**src/verilog/mso_pkg.sv**
```systemverilog
// Constants, field layout and mode types of the motion status output block
// Summary of operation
// - Done when error below done width
// - Done output high means positioning complete
// - Timing mode adds filtered or raw reference zero
// - Done output only valid in position control
// - Close output high while error below close width
// - Close width 1 to 2^30, default 2^30
// - Clamp output high in force control while speed at active limit
// - Force control limits speed only through clamp
// - Source select picks internal or commanded limit
// - Internal ceiling 0 to 10000, default 10000
// - Internal limit is min with selected basis; commanded limit is used as is
// - No terminal driven until an assignment exists
package mso_pkg;
    // ----------------------------------------
    // Timing
    // ----------------------------------------
    localparam int REF_CLK_MHZ = 20;
    localparam int CTRL_PERIOD_NS = 62500;
    localparam int CTRL_DIV = REF_CLK_MHZ * CTRL_PERIOD_NS / 1000;
    // ----------------------------------------
    // Register offsets
    // ----------------------------------------
    localparam logic [7:0] ADDR_CTRL = 8'h00;
    localparam logic [7:0] ADDR_PEND = 8'h04;
    localparam logic [7:0] ADDR_DONE_W = 8'h08;
    localparam logic [7:0] ADDR_CLOSE_W = 8'h0C;
    localparam logic [7:0] ADDR_INT_CEIL = 8'h10;
    localparam logic [7:0] ADDR_ASSIGN = 8'h14;
    localparam logic [7:0] ADDR_STATUS = 8'h18;
    localparam logic [7:0] ADDR_IRQ_ST = 8'h1C;
    localparam logic [7:0] ADDR_IRQ_MASK = 8'h20;
    // ----------------------------------------
    // Field positions
    // ----------------------------------------
    localparam int CTRL_RESTART_BIT = 0;
    localparam int PEND_TIMING_LSB = 0;
    localparam int PEND_SRC_BIT = 4;
    localparam int PEND_BASIS_BIT = 8;
    localparam int ASSIGN_A_LSB = 0;
    localparam int ASSIGN_B_LSB = 4;
    localparam int ASSIGN_C_LSB = 8;
    localparam int ST_DONE_BIT = 0;
    localparam int ST_CLOSE_BIT = 1;
    localparam int ST_CLAMP_BIT = 2;
    // ----------------------------------------
    // Reset values and limits
    // ----------------------------------------
    localparam logic [30:0] DONE_W_RST = 31'h00000007;
    localparam logic [30:0] CLOSE_W_RST = 31'h40000000;
    localparam logic [30:0] WIDTH_MAX = 31'h40000000;
    localparam logic [15:0] INT_CEIL_RST = 16'h2710;
    localparam logic [15:0] INT_CEIL_MAX = 16'h2710;
    localparam logic [3:0] ASSIGN_RST = 4'h0;
    typedef enum logic [1:0] {MSO_TIMING_ERR, MSO_TIMING_FILT, MSO_TIMING_RAW} mso_timing_e;
endpackage

```
**src/verilog/mso_tick_div.sv**
```systemverilog
// Control cycle enable divider
`timescale 1ns/1ps
module mso_tick_div #(
    parameter int DIV = mso_pkg::CTRL_DIV
) (
    // Clock and reset
    input wire logic ref_clk,
    input wire logic rst_n,
    // Enable pulse
    output logic tick
);
    logic [15:0] cnt_q;

    always_ff @(posedge ref_clk or negedge rst_n) begin
        if (!rst_n) begin
            cnt_q <= 16'h0000;
            tick <= 1'b0;
        end else if (cnt_q == 16'(DIV - 1)) begin
            cnt_q <= 16'h0000;
            tick <= 1'b1;
        end else begin
            cnt_q <= cnt_q + 16'h0001;
            tick <= 1'b0;
        end
    end
endmodule

```
**src/verilog/mso_speed_limit.sv**
```systemverilog
// Effective force control speed limit selection
`timescale 1ns/1ps
module mso_speed_limit (
    // Settings
    input wire logic [15:0] internal_speed_ceiling,
    input wire logic ceiling_basis_select,
    input wire logic limit_source_select,
    // Speeds from the drive
    input wire logic [15:0] motor_max_speed,
    input wire logic [15:0] overspeed_level,
    input wire logic [15:0] commanded_speed_ceiling,
    // Result
    output logic [15:0] limit
);
    logic [15:0] basis;
    logic [15:0] int_lim;

    // Internal setting never exceeds the chosen basis speed
    assign basis = ceiling_basis_select ? overspeed_level : motor_max_speed;
    assign int_lim = (internal_speed_ceiling < basis) ? internal_speed_ceiling : basis;
    assign limit = limit_source_select ? commanded_speed_ceiling : int_lim;
endmodule

```
**src/verilog/mso_status_out.sv**
```systemverilog
// Positioning done, close and speed clamp status outputs with register port
`timescale 1ns/1ps
module mso_status_out #(
    parameter int CTRL_DIV = mso_pkg::CTRL_DIV,
    parameter int OUT_N = 3
) (
    // Clock and reset
    input wire logic ref_clk,
    input wire logic rst_n,
    // Register port
    input wire logic [7:0] reg_addr,
    input wire logic [31:0] reg_wdata,
    input wire logic reg_wr,
    input wire logic reg_rd,
    output logic [31:0] reg_rdata,
    // Position loop
    input wire logic pos_ctrl_mode,
    input wire logic [31:0] ref_count,
    input wire logic [31:0] travel_count,
    input wire logic filt_ref_idle,
    input wire logic raw_ref_idle,
    // Speed loop
    input wire logic force_ctrl_mode,
    input wire logic [15:0] motor_speed,
    input wire logic [15:0] motor_max_speed,
    input wire logic [15:0] overspeed_level,
    input wire logic [15:0] commanded_speed_ceiling,
    output logic [15:0] speed_limit_out,
    // Status
    output logic position_done_out,
    output logic position_close_out,
    output logic speed_clamp_active_out,
    output logic [OUT_N-1:0] out_term,
    output logic irq
);
    // ----------------------------------------
    // Helpers
    // ----------------------------------------
    function automatic logic [30:0] clamp_width(input logic [31:0] v, input logic [30:0] lo);
        logic [30:0] r;
        r = v[30:0];
        if (v > {1'b0, mso_pkg::WIDTH_MAX}) begin
            r = mso_pkg::WIDTH_MAX;
        end
        if (r < lo) begin
            r = lo;
        end
        return r;
    endfunction

    function automatic logic hit(input logic [3:0] asg, input int idx);
        return asg == 4'(idx + 1);
    endfunction

    // ----------------------------------------
    // Declarations
    // ----------------------------------------
    logic tick;
    logic [30:0] done_w_q;
    logic [30:0] close_w_q;
    logic [15:0] int_ceil_q;
    logic [1:0] pend_timing_q;
    logic pend_src_q;
    logic pend_basis_q;
    mso_pkg::mso_timing_e timing_q;
    logic src_q;
    logic basis_q;
    logic [3:0] asg_a_q;
    logic [3:0] asg_b_q;
    logic [3:0] asg_c_q;
    logic [2:0] irq_st_q;
    logic [2:0] irq_mask_q;
    logic [31:0] rdata_q;
    logic [32:0] err_s;
    logic [32:0] err_abs;
    logic err_in_done;
    logic err_in_close;
    logic ref_ok;
    logic done_d;
    logic close_d;
    logic [15:0] speed_abs;
    logic [15:0] limit_c;
    logic clamp_d;
    logic wr_ctrl;
    logic [2:0] ev;
    logic [2:0] st_now;

    // ----------------------------------------
    // Control cycle enable and speed limit
    // ----------------------------------------
    mso_tick_div #(
        .DIV(CTRL_DIV)
    ) u_div (
        .ref_clk(ref_clk),
        .rst_n(rst_n),
        .tick(tick)
    );

    mso_speed_limit u_lim (
        .internal_speed_ceiling(int_ceil_q),
        .ceiling_basis_select(basis_q),
        .limit_source_select(src_q),
        .motor_max_speed(motor_max_speed),
        .overspeed_level(overspeed_level),
        .commanded_speed_ceiling(commanded_speed_ceiling),
        .limit(limit_c)
    );

    // ----------------------------------------
    // Settings written by software
    // ----------------------------------------
    // Widths and ceiling act on the next control cycle
    always_ff @(posedge ref_clk or negedge rst_n) begin
        if (!rst_n) begin
            done_w_q <= mso_pkg::DONE_W_RST;
            close_w_q <= mso_pkg::CLOSE_W_RST;
            int_ceil_q <= mso_pkg::INT_CEIL_RST;
        end else if (reg_wr) begin
            if (reg_addr == mso_pkg::ADDR_DONE_W) begin
                done_w_q <= clamp_width(reg_wdata, 31'h00000000);
            end
            if (reg_addr == mso_pkg::ADDR_CLOSE_W) begin
                close_w_q <= clamp_width(reg_wdata, 31'h00000001);
            end
            if (reg_addr == mso_pkg::ADDR_INT_CEIL) begin
                if (reg_wdata > {16'h0000, mso_pkg::INT_CEIL_MAX}) begin
                    int_ceil_q <= mso_pkg::INT_CEIL_MAX;
                end else begin
                    int_ceil_q <= reg_wdata[15:0];
                end
            end
        end
    end

    always_ff @(posedge ref_clk or negedge rst_n) begin
        if (!rst_n) begin
            asg_a_q <= mso_pkg::ASSIGN_RST;
            asg_b_q <= mso_pkg::ASSIGN_RST;
            asg_c_q <= mso_pkg::ASSIGN_RST;
        end else if (reg_wr && reg_addr == mso_pkg::ADDR_ASSIGN) begin
            asg_a_q <= reg_wdata[mso_pkg::ASSIGN_A_LSB +: 4];
            asg_b_q <= reg_wdata[mso_pkg::ASSIGN_B_LSB +: 4];
            asg_c_q <= reg_wdata[mso_pkg::ASSIGN_C_LSB +: 4];
        end
    end

    // Mode selectors are staged and only take hold on a restart
    always_ff @(posedge ref_clk or negedge rst_n) begin
        if (!rst_n) begin
            pend_timing_q <= 2'h0;
            pend_src_q <= 1'b0;
            pend_basis_q <= 1'b0;
        end else if (reg_wr && reg_addr == mso_pkg::ADDR_PEND) begin
            pend_timing_q <= reg_wdata[mso_pkg::PEND_TIMING_LSB +: 2];
            pend_src_q <= reg_wdata[mso_pkg::PEND_SRC_BIT];
            pend_basis_q <= reg_wdata[mso_pkg::PEND_BASIS_BIT];
        end
    end

    assign wr_ctrl = reg_wr && reg_addr == mso_pkg::ADDR_CTRL && reg_wdata[mso_pkg::CTRL_RESTART_BIT];

    always_ff @(posedge ref_clk or negedge rst_n) begin
        if (!rst_n) begin
            timing_q <= mso_pkg::MSO_TIMING_ERR;
            src_q <= 1'b0;
            basis_q <= 1'b0;
        end else if (wr_ctrl) begin
            case (pend_timing_q)
                2'h1: timing_q <= mso_pkg::MSO_TIMING_FILT;
                2'h2: timing_q <= mso_pkg::MSO_TIMING_RAW;
                default: timing_q <= mso_pkg::MSO_TIMING_ERR;
            endcase
            src_q <= pend_src_q;
            basis_q <= pend_basis_q;
        end
    end

    // ----------------------------------------
    // Position error compare
    // ----------------------------------------
    // Error is taken at 33 bits so a full-range difference cannot wrap
    assign err_s = {ref_count[31], ref_count} - {travel_count[31], travel_count};
    assign err_abs = err_s[32] ? (33'h000000000 - err_s) : err_s;
    assign err_in_done = err_abs < {2'b00, done_w_q};
    assign err_in_close = err_abs < {2'b00, close_w_q};

    always_comb begin
        case (timing_q)
            mso_pkg::MSO_TIMING_FILT: ref_ok = filt_ref_idle;
            mso_pkg::MSO_TIMING_RAW: ref_ok = raw_ref_idle;
            default: ref_ok = 1'b1;
        endcase
    end

    assign done_d = pos_ctrl_mode && err_in_done && ref_ok;
    assign close_d = err_in_close;

    // ----------------------------------------
    // Speed clamp
    // ----------------------------------------
    assign speed_abs = motor_speed[15] ? (16'h0000 - motor_speed) : motor_speed;
    // Speed is left free in force control; only the clamp holds it
    assign clamp_d = force_ctrl_mode && (speed_abs >= limit_c);

    // ----------------------------------------
    // Status outputs, one update per control cycle
    // ----------------------------------------
    always_ff @(posedge ref_clk or negedge rst_n) begin
        if (!rst_n) begin
            position_done_out <= 1'b0;
            position_close_out <= 1'b0;
            speed_clamp_active_out <= 1'b0;
            speed_limit_out <= 16'h0000;
        end else if (tick) begin
            position_done_out <= done_d;
            position_close_out <= close_d;
            speed_clamp_active_out <= clamp_d;
            speed_limit_out <= limit_c;
        end
    end

    // Unassigned signals reach no terminal; code 0 means none
    always_ff @(posedge ref_clk or negedge rst_n) begin
        if (!rst_n) begin
            out_term <= '0;
        end else begin
            for (int i = 0; i < OUT_N; i++) begin
                out_term[i] <= (hit(asg_a_q, i) && position_done_out)
                    || (hit(asg_b_q, i) && position_close_out)
                    || (hit(asg_c_q, i) && speed_clamp_active_out);
            end
        end
    end

    // ----------------------------------------
    // Interrupts
    // ----------------------------------------
    assign st_now = {clamp_d, close_d, done_d};
    assign ev = tick ? (st_now & ~{speed_clamp_active_out, position_close_out, position_done_out}) : 3'h0;

    // A rising event in the clearing cycle survives the clear
    always_ff @(posedge ref_clk or negedge rst_n) begin
        if (!rst_n) begin
            irq_st_q <= 3'h0;
        end else if (reg_wr && reg_addr == mso_pkg::ADDR_IRQ_ST) begin
            irq_st_q <= (irq_st_q & ~reg_wdata[2:0]) | ev;
        end else begin
            irq_st_q <= irq_st_q | ev;
        end
    end

    always_ff @(posedge ref_clk or negedge rst_n) begin
        if (!rst_n) begin
            irq_mask_q <= 3'h0;
        end else if (reg_wr && reg_addr == mso_pkg::ADDR_IRQ_MASK) begin
            irq_mask_q <= reg_wdata[2:0];
        end
    end

    assign irq = |(irq_st_q & irq_mask_q);

    // ----------------------------------------
    // Register read
    // ----------------------------------------
    always_ff @(posedge ref_clk or negedge rst_n) begin
        if (!rst_n) begin
            rdata_q <= 32'h00000000;
        end else if (reg_rd) begin
            case (reg_addr)
                mso_pkg::ADDR_PEND: rdata_q <= {23'h0, pend_basis_q, 3'h0, pend_src_q, 2'h0, pend_timing_q};
                mso_pkg::ADDR_DONE_W: rdata_q <= {1'b0, done_w_q};
                mso_pkg::ADDR_CLOSE_W: rdata_q <= {1'b0, close_w_q};
                mso_pkg::ADDR_INT_CEIL: rdata_q <= {16'h0000, int_ceil_q};
                mso_pkg::ADDR_ASSIGN: rdata_q <= {20'h0, asg_c_q, asg_b_q, asg_a_q};
                mso_pkg::ADDR_STATUS: rdata_q <= {basis_q, src_q, timing_q, 8'h0, speed_limit_out,
                    1'b0, speed_clamp_active_out, position_close_out, position_done_out};
                mso_pkg::ADDR_IRQ_ST: rdata_q <= {29'h0, irq_st_q};
                mso_pkg::ADDR_IRQ_MASK: rdata_q <= {29'h0, irq_mask_q};
                default: rdata_q <= 32'h00000000;
            endcase
        end else begin
            rdata_q <= 32'h00000000;
        end
    end

    assign reg_rdata = rdata_q;

    // ----------------------------------------
    // Assertions
    // ----------------------------------------
    property p_done_wide;
        @(posedge ref_clk) disable iff (!rst_n)
        tick && !err_in_done |=> !position_done_out;
    endproperty
    a_done_wide: assert property (p_done_wide) else $error("done high with error outside width");

    property p_done_mode;
        @(posedge ref_clk) disable iff (!rst_n)
        tick && !pos_ctrl_mode |=> !position_done_out;
    endproperty
    a_done_mode: assert property (p_done_mode) else $error("done high outside position control");

    property p_done_set;
        @(posedge ref_clk) disable iff (!rst_n)
        tick && pos_ctrl_mode && err_in_done && timing_q == mso_pkg::MSO_TIMING_ERR |=> position_done_out;
    endproperty
    a_done_set: assert property (p_done_set) else $error("done low with error inside width");

    property p_timing_filt;
        @(posedge ref_clk) disable iff (!rst_n)
        tick && timing_q == mso_pkg::MSO_TIMING_FILT && !filt_ref_idle |=> !position_done_out;
    endproperty
    a_timing_filt: assert property (p_timing_filt) else $error("done high with filtered reference moving");

    property p_timing_raw;
        @(posedge ref_clk) disable iff (!rst_n)
        tick && timing_q == mso_pkg::MSO_TIMING_RAW && !raw_ref_idle |=> !position_done_out;
    endproperty
    a_timing_raw: assert property (p_timing_raw) else $error("done high with raw reference moving");

    logic [32:0] err_abs_past;
    always_ff @(posedge ref_clk) err_abs_past <= err_abs;
    property p_close;
        @(posedge ref_clk) disable iff (!rst_n)
        tick |=> position_close_out == (err_abs_past < {2'b00, $past(close_w_q)});
    endproperty
    a_close: assert property (p_close) else $error("close output disagrees with width");

    property p_close_w;
        @(posedge ref_clk) disable iff (!rst_n)
        close_w_q != 31'h00000000 && close_w_q <= mso_pkg::WIDTH_MAX;
    endproperty
    a_close_w: assert property (p_close_w) else $error("close width out of range");

    property p_ceil;
        @(posedge ref_clk) disable iff (!rst_n)
        int_ceil_q <= mso_pkg::INT_CEIL_MAX;
    endproperty
    a_ceil: assert property (p_ceil) else $error("internal ceiling above maximum");

    property p_clamp_force;
        @(posedge ref_clk) disable iff (!rst_n)
        tick && (!force_ctrl_mode || speed_abs < limit_c) |=> !speed_clamp_active_out;
    endproperty
    a_clamp_force: assert property (p_clamp_force) else $error("clamp flagged without limiting");

    property p_no_assign;
        @(posedge ref_clk) disable iff (!rst_n)
        asg_a_q == 4'h0 && asg_b_q == 4'h0 && asg_c_q == 4'h0 ##1 $stable(asg_a_q) |-> out_term == '0;
    endproperty
    a_no_assign: assert property (p_no_assign) else $error("terminal driven without assignment");

    property p_hold;
        @(posedge ref_clk) disable iff (!rst_n)
        !tick |=> $stable(position_done_out) && $stable(speed_clamp_active_out);
    endproperty
    a_hold: assert property (p_hold) else $error("status changed outside control cycle");

    c_done: cover property (@(posedge ref_clk) disable iff (!rst_n) $rose(position_done_out));
    c_clamp: cover property (@(posedge ref_clk) disable iff (!rst_n) $rose(speed_clamp_active_out));
    c_irq: cover property (@(posedge ref_clk) disable iff (!rst_n) $rose(irq));
endmodule

```
**config.mk**
```make
export PLATFORM = sky130hd
export DESIGN_NAME = mso_status_out
export DESIGN_NICKNAME = d
export VERILOG_FILES = /design/src/verilog/mso_pkg.sv /design/src/verilog/mso_tick_div.sv /design/src/verilog/mso_speed_limit.sv /design/src/verilog/mso_status_out.sv
export SDC_FILE = /design/constraint.sdc
export NUM_CORES = 1
export LEC_CHECK = 0
export ABC_AREA = 1
export BUFFER_PORTS_ARGS = -buffer_cell sky130_fd_sc_hd__buf_2
export CAP_MARGIN = 20
export CORE_UTILIZATION = 47
export DETAILED_ROUTE_END_ITERATION = 10
export PLACE_DENSITY = 0.65
export SYNTH_ARGS = -nofsm -noshare
export SYNTH_HDL_FRONTEND = slang
export SYNTH_SLANG_ARGS = --single-unit
```
**constraint.sdc**
```tcl
create_clock -name ref_clk -period 10.2 [get_ports ref_clk]
set_input_delay 1.02 -clock ref_clk [delete_from_list [all_inputs] [get_ports ref_clk]]
set_output_delay 1.02 -clock ref_clk [all_outputs]
set_load 0.03 [all_outputs]
```
==> out/results.ini, run 1 <==
[die]
start_util_pct=48.2
die_w_um=177
placementRows=63
core_area_mm2=0.0299
die_h_um=177
io_pins=231
die-area_mm2=0.0313

[power]
p_clk_share_pct=31.9
vdd_drop_max_uv=132
p_seq_share_pct=35.3
cell_internal_pwr_mw=1.29
p_sw_mw=0.752
power_density_mw_per_mm2=124
p_leak_nw=8.56
p_comb_share_pct=32.7
switching_share_pct=36.9

[synth]
synth-compound-area-share_pct=13.1
seq_area_frac_synth_pct=30.5
yosysUniqueCellTypes=60
syn_area_mm2=0.0144
synth_top_family_by_area=simple AND/OR/NAND/NOR gates
synth_top_cell_area_share_pct=28.9
synth-main-ff-cell=dfrtp_1
synth_cells=2115
synthMuxAreaShare_pct=1.04
async_flop_share_pct=100
synthTopCellsByCount=605 x nand2_1, 366 x inv_1, 166 x dfrtp_1, 154 x o21ai_0, 147 x nor2_1
synth_xor_area_share_pct=3.09
netlist_top_cells_area=dfrtp_1 29%, nand2_1 16%, ha_1 11%, inv_1 9.5%, o21ai_0 5.4%
synth_edf_count=0
synth_nets=2421
ys_ff_latch=175
synthMostInstantiatedCell=nand2_1
synth_area_per_cell_um2=6.81
yosys.area.top_type=dfrtp_1
synthAdderAreaFrac_pct=11.4
yosys_warnings=0
yosys.area_share.simple_pct=29.7

[cts]
tritoncts=built
cts_hold_buf=0
clock_latency_ps=450
path_clk_slew_ps=70
htreeDepth=4
numCtsBuffers=17
cts_root_buf=clkbuf_16
cts.repair.resized=0
cts_setup_buffers=0
cts_buffer_depth=2
cts.sinks=175

[worst_setup_path]
cp-start-kind=register
path_class=register to register
cp.required_ps=10560
worstPathCellList=mux2i_1, ha_1, a21oi_1, nor2_1, a211oi_1, o21ai_0, nand3_1, nand3_1, a21oi_1, o21ai_0, nand2_1, inv_1, ha_1, nand2_1, inv_1, nand3_1, nor3_1, nand2_1, nand3_1, nand3_1, o21ai_0
r2r_cells=21
cp_common_cell=nand3_1
crit_family=simple AND/OR/NAND/NOR gates
crit_path_end_kind=register
worst_path_largest_cell_delay_ps=1000
cp_num_buf_inv=2
worst-path-stages=21
arrival_ps=5530
cp_slowest_cell=dfrtp_1
cp_max_fo=32

[layout]
final_net_count=2632
syn_to_final_growth_pct=14.7
fin_util_pct=55.3
fill_cells=2958
drive_gt1_share_pct=15.5

[hold_path]
hold-path-cell-count=2
hold_class=register to register

[sta]
report.final.hold_viol_count=0
tightest_slew_ps=1090
rsz0062_at_grt=false
finalClockSkew_ps=10.9
finalCritPeriodShare_pct=50.6
fmax_mhz=194
drv_slew=0
finalSetupViolations=0
period_needed_ps=5170
setup_tns_ps=0
relSlewSlack_pct=27.2

[routing]
drt_iter0_markers=1074
wl_per_cell_um=16.4
vias=14387
ant_nets=0
remaining_drc_errors=0
first_pass_iters=7
via_per_inst=5.27
routed_wirelength_um=44900

[global_routing]
use_met1_pct=40.5
use_met3_pct=3.22
grt_first_pass_wirelength_um=70800
grt_usage_pct=29.1
grt_pass1_vias=13444
grt_max_degree=97
met2_usage_pct=47.7
grt_overflow=0
busiest_layer=met2
antenna_found_initial=1

[job]
maxCapViolCount=0

[status]
status=completed

[placed_design]
detailed_place_hpwl_um=36400
place_congestion=0.951
port_buffers=230

[final timing paths]
check / startpoint / to / slack [ps]
worst min-delay path: done_w_q[0]$_DFFE_PN1P_ / done_w_q[0]$_DFFE_PN1P_ / 490
max in group asynchronous: rst_n / u_div.cnt_q[2]$_DFF_PN0_ / 8170
worst min register to register: done_w_q[0]$_DFFE_PN1P_ / done_w_q[0]$_DFFE_PN1P_ / 490
min in group asynchronous: rst_n / reg_rdata[0]$_DFF_PN0_ / 630
worst max register to register: basis_q$_DFFE_PN0P_ / irq_st_q[2]$_DFF_PN0_ / 5030
worst max-delay path: basis_q$_DFFE_PN0P_ / irq_st_q[2]$_DFF_PN0_ / 5030
[stage by stage]
| step | power, mW | instance area (um2) | worst slack, ps | instances | hold WS (ps) |
|---|---|---|---|---|---|
| 6_report | 2.04 | 16500 | 5030 | 2730 | 486 |
| 5_1_grt | 2.18 | 16500 | 4670 | 2730 | 495 |
| 4_1_cts | 2.05 | 16500 | 5110 | 2728 | 481 |
| 3_5_place_dp | 1.40 | 15900 | 4740 | 2696 | 470 |
| 3_3_place_gp | 1.39 | 15900 | 4750 | 2696 | 465 |
| 2_1_floorplan | 1.20 | 14400 | 5720 | 2115 | 453 |
[routing by layer]
metal | wire length [um] | vias to the layer above
met5 | 0 | -
met4 | 978 | 0
met3 | 2460 | 59
met2 | 20700 | 474
met1 | 20800 | 6636
li1 | - | 7218
[cells by family after synthesis]
family                   after synthesis
AND/OR/NAND/NOR                      989
flip-flops                           175
XOR/XNOR                              50
buffers and inverters                422
multiplexers                          15
adder cells (fa/ha/maj)              130
AO/OA/AOI/OAI                        334
[area by class of cell]
type	instances	area, um2	area share (%)
sequential	175	4390	26.6
clock inverter	14	155	0.940
timing repair buffer	237	1220	7.40
clock buffer	18	439	2.66
multi-input combinational	1518	8400	50.9
inverter	377	1420	8.57
tap	390	488	2.96
antenna	1	2.50	0.0152
[registers in the layout (all words and copies together) (netlist names), 3 cells and up]
| signal | count |
|---|---|
| irq_mask_q | 3 |
| u_div.cnt_q | 16 |
| done_w_q | 31 |
| asg_a_q | 4 |
| asg_b_q | 4 |
| irq_st_q | 3 |
| int_ceil_q | 16 |
| reg_rdata | 32 |
| asg_c_q | 4 |
| out_term | 3 |
| speed_limit_out | 16 |
| close_w_q | 31 |
[worst register-to-register path, delay by kind of cell, from the launching register on]
kind | cells | cell delay (ps)
fa+ha+maj | 2 | 580
mux | 1 | 360
compound gates | 6 | 1140
flops | 1 | 1000
buf+inv | 2 | 110
simple gates | 10 | 1890
[power by group through the flow]
stage | combinational [mW] | sequential (mW) | clock [mW]
6_report | 0.668 | 0.721 | 0.652
5_1_grt | 0.765 | 0.723 | 0.693
4_1_cts | 0.666 | 0.721 | 0.659
3_5_place_dp | 0.662 | 0.734 | 0
3_3_place_gp | 0.653 | 0.734 | 0
2_1_floorplan | 0.471 | 0.731 | 0
[cell usage in the layout, fill, tap and decap left out, types with 38 or more instances in the layout]
cell     instances
nand2_1        605
inv_1          364
buf_2          229
dfrtp_1        166
o21ai_0        154
nor2_1         147
ha_1           129
a21oi_1        100
nand3_1         79
xor2_1          38
Power figures use the tool's default switching activity.
==> run 2: changes to the inputs <==
==> constraint.sdc (replaced) <==
create_clock -name ref_clk -period 4.81 [get_ports ref_clk]
set_input_delay 0.481 -clock ref_clk [delete_from_list [all_inputs] [get_ports ref_clk]]
set_output_delay 0.481 -clock ref_clk [all_outputs]
set_load 0.03 [all_outputs]
==> out/results.ini, run 2 (synthesis gave the netlist of run 1 again) <==
[status]
status=completed

[routing]
via_per_inst=5.24
vias=14395
wl_per_cell_um=16.3
routed_wirelength_um=44700
remaining_drc_errors=0
first_pass_iters=5
ant_nets=0
drt_iter0_markers=987

[power]
cell_internal_pwr_mw=2.73
p_sw_mw=1.60
p_clk_share_pct=31.6
p_seq_share_pct=35.3
p_leak_nw=8.62
p_comb_share_pct=33.1
power_mw=4.33
power_density_mw_per_mm2=261
switching_share_pct=36.9
vdd_drop_max_uv=263

[cts]
htreeDepth=4
cts.sinks=175
cts_buffer_depth=2
path_clk_slew_ps=70
cts_setup_buffers=0
tritoncts=built
numCtsBuffers=17
cts_root_buf=clkbuf_16
clock_latency_ps=450

[global_routing]
met2_usage_pct=48.5
grt_overflow=0
use_met1_pct=40.5
grt_max_degree=95
grt_pass1_vias=13602
grt_first_pass_wirelength_um=71600
antenna_found_initial=3
use_met3_pct=3.01
grt_usage_pct=29.4
busiest_layer=met2

[die]
core_area_mm2=0.0299
die_w_um=177
die-area_mm2=0.0313
start_util_pct=48.2
die_h_um=177
io_pins=231
placementRows=63

[sta]
tightest_slew_ps=946
report.final.hold_viol_count=0
finalCritPeriodShare_pct=93.1
finalSetupViolations=0
rsz0062_at_grt=false
fmax_mhz=223
drv_slew=0
period_needed_ps=4480
relSlewSlack_pct=36.9
finalClockSkew_ps=13.7

[worst_setup_path]
ff2ff_setup_slack_ps=330
crit_family=simple AND/OR/NAND/NOR gates
crit_path_end_kind=register
arrival_ps=4840
rr_startpoint=basis_q$_DFFE_PN0P_
cp_max_fo=16
worstPathCellList=mux2i_1, ha_1, a21oi_1, o21ai_0, o21ai_0, nand3_1, buf_4, a21oi_1, o21ai_0, nand2_1, inv_1, ha_1, nand2_1, inv_1, nand3_1, nor3_1, nand2_1, nand3_1, nand3_1, o21ai_0
reg2reg_to=irq_st_q[2]$_DFF_PN0_
cp.required_ps=5180
cp_slowest_cell=dfrtp_1
cp-start-kind=register
path_class=register to register
worst_path_largest_cell_delay_ps=820
r2r_cells=20
worstSetupStartpoint=basis_q$_DFFE_PN0P_
cp_num_buf_inv=3
worst-path-stages=20

[layout]
final_cell_mix=605 x nand2_1, 365 x inv_1, 229 x buf_2
largest_reg_flops=32
final_area_mm2=0.0166
fill_cells=3039
fin_util_pct=55.6
final_cells=2747
drive_gt1_share_pct=16.0
final_common_cell=nand2_1
syn_to_final_growth_pct=15.3
final_net_count=2647

[job]
maxCapViolCount=0

[placed_design]
place_area_mm2=0.0160
port_buffers=230
detailed_place_hpwl_um=36800
place_inst=2712
place_congestion=0.966

[hold_path]
hold_class=input port to asynchronous set/reset pin

run 2: timing repair:
action	CTS	global route
hold buffers	0	0
setup endpoints to repair	0	2
resized for setup	0	2
run 2: through the flow:
stage	hold slack [ps]	worst slack (ps)	TNS (ps)
global placement	465	99.9	0
floorplan	185	869	0
CTS	134	401	0
finish	94.3	332	0
detailed placement	473	-18.0	-18.0
global route	162	37.5	0
run 2: routing by layer:
metal / part of all wire, % / vias to the layer above
met5: 0 / -
met1: 46 / 6632
met2: 46 / 432
li1: - / 7265
met3: 5.0 / 66
met4: 2.4 / 0
run 2: area by class of cell:
type | instances | area, um2 | share of cell area (%)
clock inverters | 15 | 154 | 0.927
well taps | 390 | 488 | 2.94
multi-input cells | 1518 | 8400 | 50.6
diodes | 3 | 7.51 | 0.0452
repair buffers | 252 | 1320 | 7.97
clock buffers | 17 | 425 | 2.56
inverters | 377 | 1420 | 8.52
flip-flops and latches | 175 | 4390 | 26.4
run 2: how the worst max path moves through the flow:
stage	slack, ps	end
2_1_floorplan	870	position_done_out$_DFFE_PN0P_
3_3_place_gp	100	position_done_out$_DFFE_PN0P_
3_5_place_dp	-20	position_done_out$_DFFE_PN0P_
4_1_cts	400	irq_st_q[2]$_DFF_PN0_
5_1_grt	40	irq_st_q[2]$_DFF_PN0_
6_report	330	irq_st_q[2]$_DFF_PN0_
run 2: power groups by stage:
stage                     logic [mW]  clock network [mW]  registers, mW
after global placement          1.41                   0           1.56
after floorplan                0.999                   0           1.55
after detailed placement        1.43                   0           1.56
final                           1.43                1.37           1.53
after global routing            1.65                1.44           1.53
after CTS                       1.43                1.38           1.53
run 2: worst reg2reg max path: cells and delay by family (launching register included):
| family | cells | cell delay, ps |
|---|---|---|
| AOI/OAI and AO/OA | 6 | 950 |
| DFF | 1 | 820 |
| and+or+nand+nor | 8 | 1300 |
| buffers and inverters | 3 | 340 |
| adders and majority gates | 2 | 600 |
| muxes | 1 | 380 |
==> run 3: changes to the inputs <==
--- a/config.mk
+++ b/config.mk
@@ -11,6 +11,7 @@
 export CORE_UTILIZATION = 47
 export DETAILED_ROUTE_END_ITERATION = 10
 export PLACE_DENSITY = 0.65
+export SETUP_SLACK_MARGIN = 0.4
 export SYNTH_ARGS = -nofsm -noshare
 export SYNTH_HDL_FRONTEND = slang
 export SYNTH_SLANG_ARGS = --single-unit
==> constraint.sdc (replaced) <==
create_clock -name ref_clk -period 4.81 [get_ports ref_clk]
set_input_delay 0.2405 -clock ref_clk [delete_from_list [all_inputs] [get_ports ref_clk]]
set_output_delay 0.2405 -clock ref_clk [all_outputs]
set_load 0.03 [all_outputs]
==> out/results.ini, run 3 (synthesis gave the netlist of run 1 again) <==
[job]
maxCapViolCount=0

[worst_setup_path]
cp_common_cell=nand2_1
path_class=input port to register
cp.required_ps=5200
cp-start-kind=input port
arrival_ps=4470
crit_path_end_kind=register
cp_slowest_cell=fa_1
worst_path_largest_cell_delay_ps=390
cp_max_fo=4

[routing]
first_pass_iters=5
via_per_inst=5.27
ant_nets=0
routed_wirelength_um=45600
met2_length_um=20700
vias=14432
drt_iter0_markers=1045
drt-met1-wl_um=20500
wl_per_cell_um=16.6
remaining_drc_errors=0
highest_layer=met5
dr_wl_met3_um=3020

[power]
cell_internal_pwr_mw=2.72
power_mw=4.33
p_clk_share_pct=31.7
p_comb_share_pct=33.0
power_density_mw_per_mm2=261
switching_share_pct=37.1
vdd_drop_max_uv=240
p_leak_nw=8.59
p_sw_mw=1.61
p_seq_share_pct=35.3

[global_routing]
grt_overflow=0
grt_max_degree=76
grt_pass1_vias=13755
grt_usage_pct=29.7
grt_first_pass_wirelength_um=72100
antenna_found_initial=6

[layout]
final_net_count=2639
final_common_cell=nand2_1
fin_util_pct=55.5
drive_gt1_share_pct=15.9
largest_reg_flops=32
final_cell_mix=605 x nand2_1, 364 x inv_1, 229 x buf_2
syn_to_final_growth_pct=15.1
final_area_mm2=0.0166

[die]
placementRows=63
die_w_um=177
core_area_mm2=0.0299
die-area_mm2=0.0313
die_h_um=177
io_pins=231
start_util_pct=48.2

[placed_design]
place_congestion=0.938
place_area_mm2=0.0160
port_buffers=230
detailed_place_hpwl_um=37200

[cts]
cts_buffer_depth=2
cts.sinks=175
htreeDepth=4
cts_setup_buffers=0
clock_latency_ps=450
path_clk_slew_ps=80
cts_root_buf=clkbuf_16
numCtsBuffers=17
tritoncts=built

[sta]
drv_slew=0
finalCritPeriodShare_pct=84.8
fmax_mhz=245
period_needed_ps=4080
rsz0062_at_grt=true
relSlewSlack_pct=34.7
finalClockSkew_ps=10.5
finalSetupViolations=0
setup_tns_ps=0
tightest_slew_ps=979
report.final.hold_viol_count=0

[hold_path]
hold_class=input port to register

[status]
status=completed

## run 3: cell count changes in the layout (fill, tap and decap cells not counted), sizes merged
cell	delta
buf	-9
inv	+3
clkinv	-2
diode	+2
clkinvlp	-1
dlygate4sd3	+1
## run 3: power by group through the flow
stage | clock network, mW | registers (mW) | logic, mW
6_report | 1.37 | 1.53 | 1.43
5_1_grt | 1.44 | 1.53 | 1.65
4_1_cts | 1.39 | 1.53 | 1.43
3_5_place_dp | 0 | 1.56 | 1.42
3_3_place_gp | 0 | 1.56 | 1.40
2_1_floorplan | 0 | 1.55 | 0.999
## run 3: timing repair
item | CTS | global route
setup endpoints to repair | 0 | 6
gates resized for setup | 0 | 10
hold buffers | 1 | 0
endpoints found under the hold margin | 68 | 0
## run 3: critical path: cells and delay by family
kind            cells  cell delay (ps)
xor+xnor            1              250
simple gates       19             2180
buf+inv             3              210
compound gates      4              690
fa+ha+maj           3              900
## run 3: layout make-up
type | instances | area, um2
fillers | 3069 | 13300
diodes | 5 | 12.5
clock inverters | 15 | 149
clock buffers | 17 | 425
repair buffers | 244 | 1280
flip-flops and latches | 175 | 4390
well taps | 390 | 488
inverters | 377 | 1420
multi-input cells | 1518 | 8410
## run 3: routing by layer
layer | GRT usage (%) | vias to the layer above
li1 | - | 7245
met1 | 39.4 | 6608
met2 | 48.6 | 496
met3 | 5.00 | 81
met4 | 10.4 | 2
met5 | 0 | -
## run 3: worst paths after layout
check	endpoint	startpoint	slack [ps]	cells past startpoint
worst max register to register	speed_clamp_active_out$_DFFE_PN0P_	basis_q$_DFFE_PN0P_	890	22
worst min register to register	done_w_q[0]$_DFFE_PN1P_	done_w_q[0]$_DFFE_PN1P_	480	2
worst max-delay path	irq_st_q[1]$_DFF_PN0_	ref_count[0]	730	30
min in group asynchronous	irq_mask_q[2]$_DFFE_PN0P_	rst_n	380	2
max in group asynchronous	done_w_q[19]$_DFFE_PN0P_	rst_n	3170	3
worst min-delay path	done_w_q[10]$_DFFE_PN0P_	reg_wdata[10]	70	3
## run 3: per-stage QoR
stage / instances / hold WS (ps) / worst slack [ps]
after floorplan: 2115 / -55.1 / 1110
after global placement: 2703 / 309 / 176
after detailed placement: 2703 / 314 / 179
after CTS: 2736 / 56.4 / 622
after global routing: 2741 / 86.6 / 378
final: 2741 / 67.3 / 733
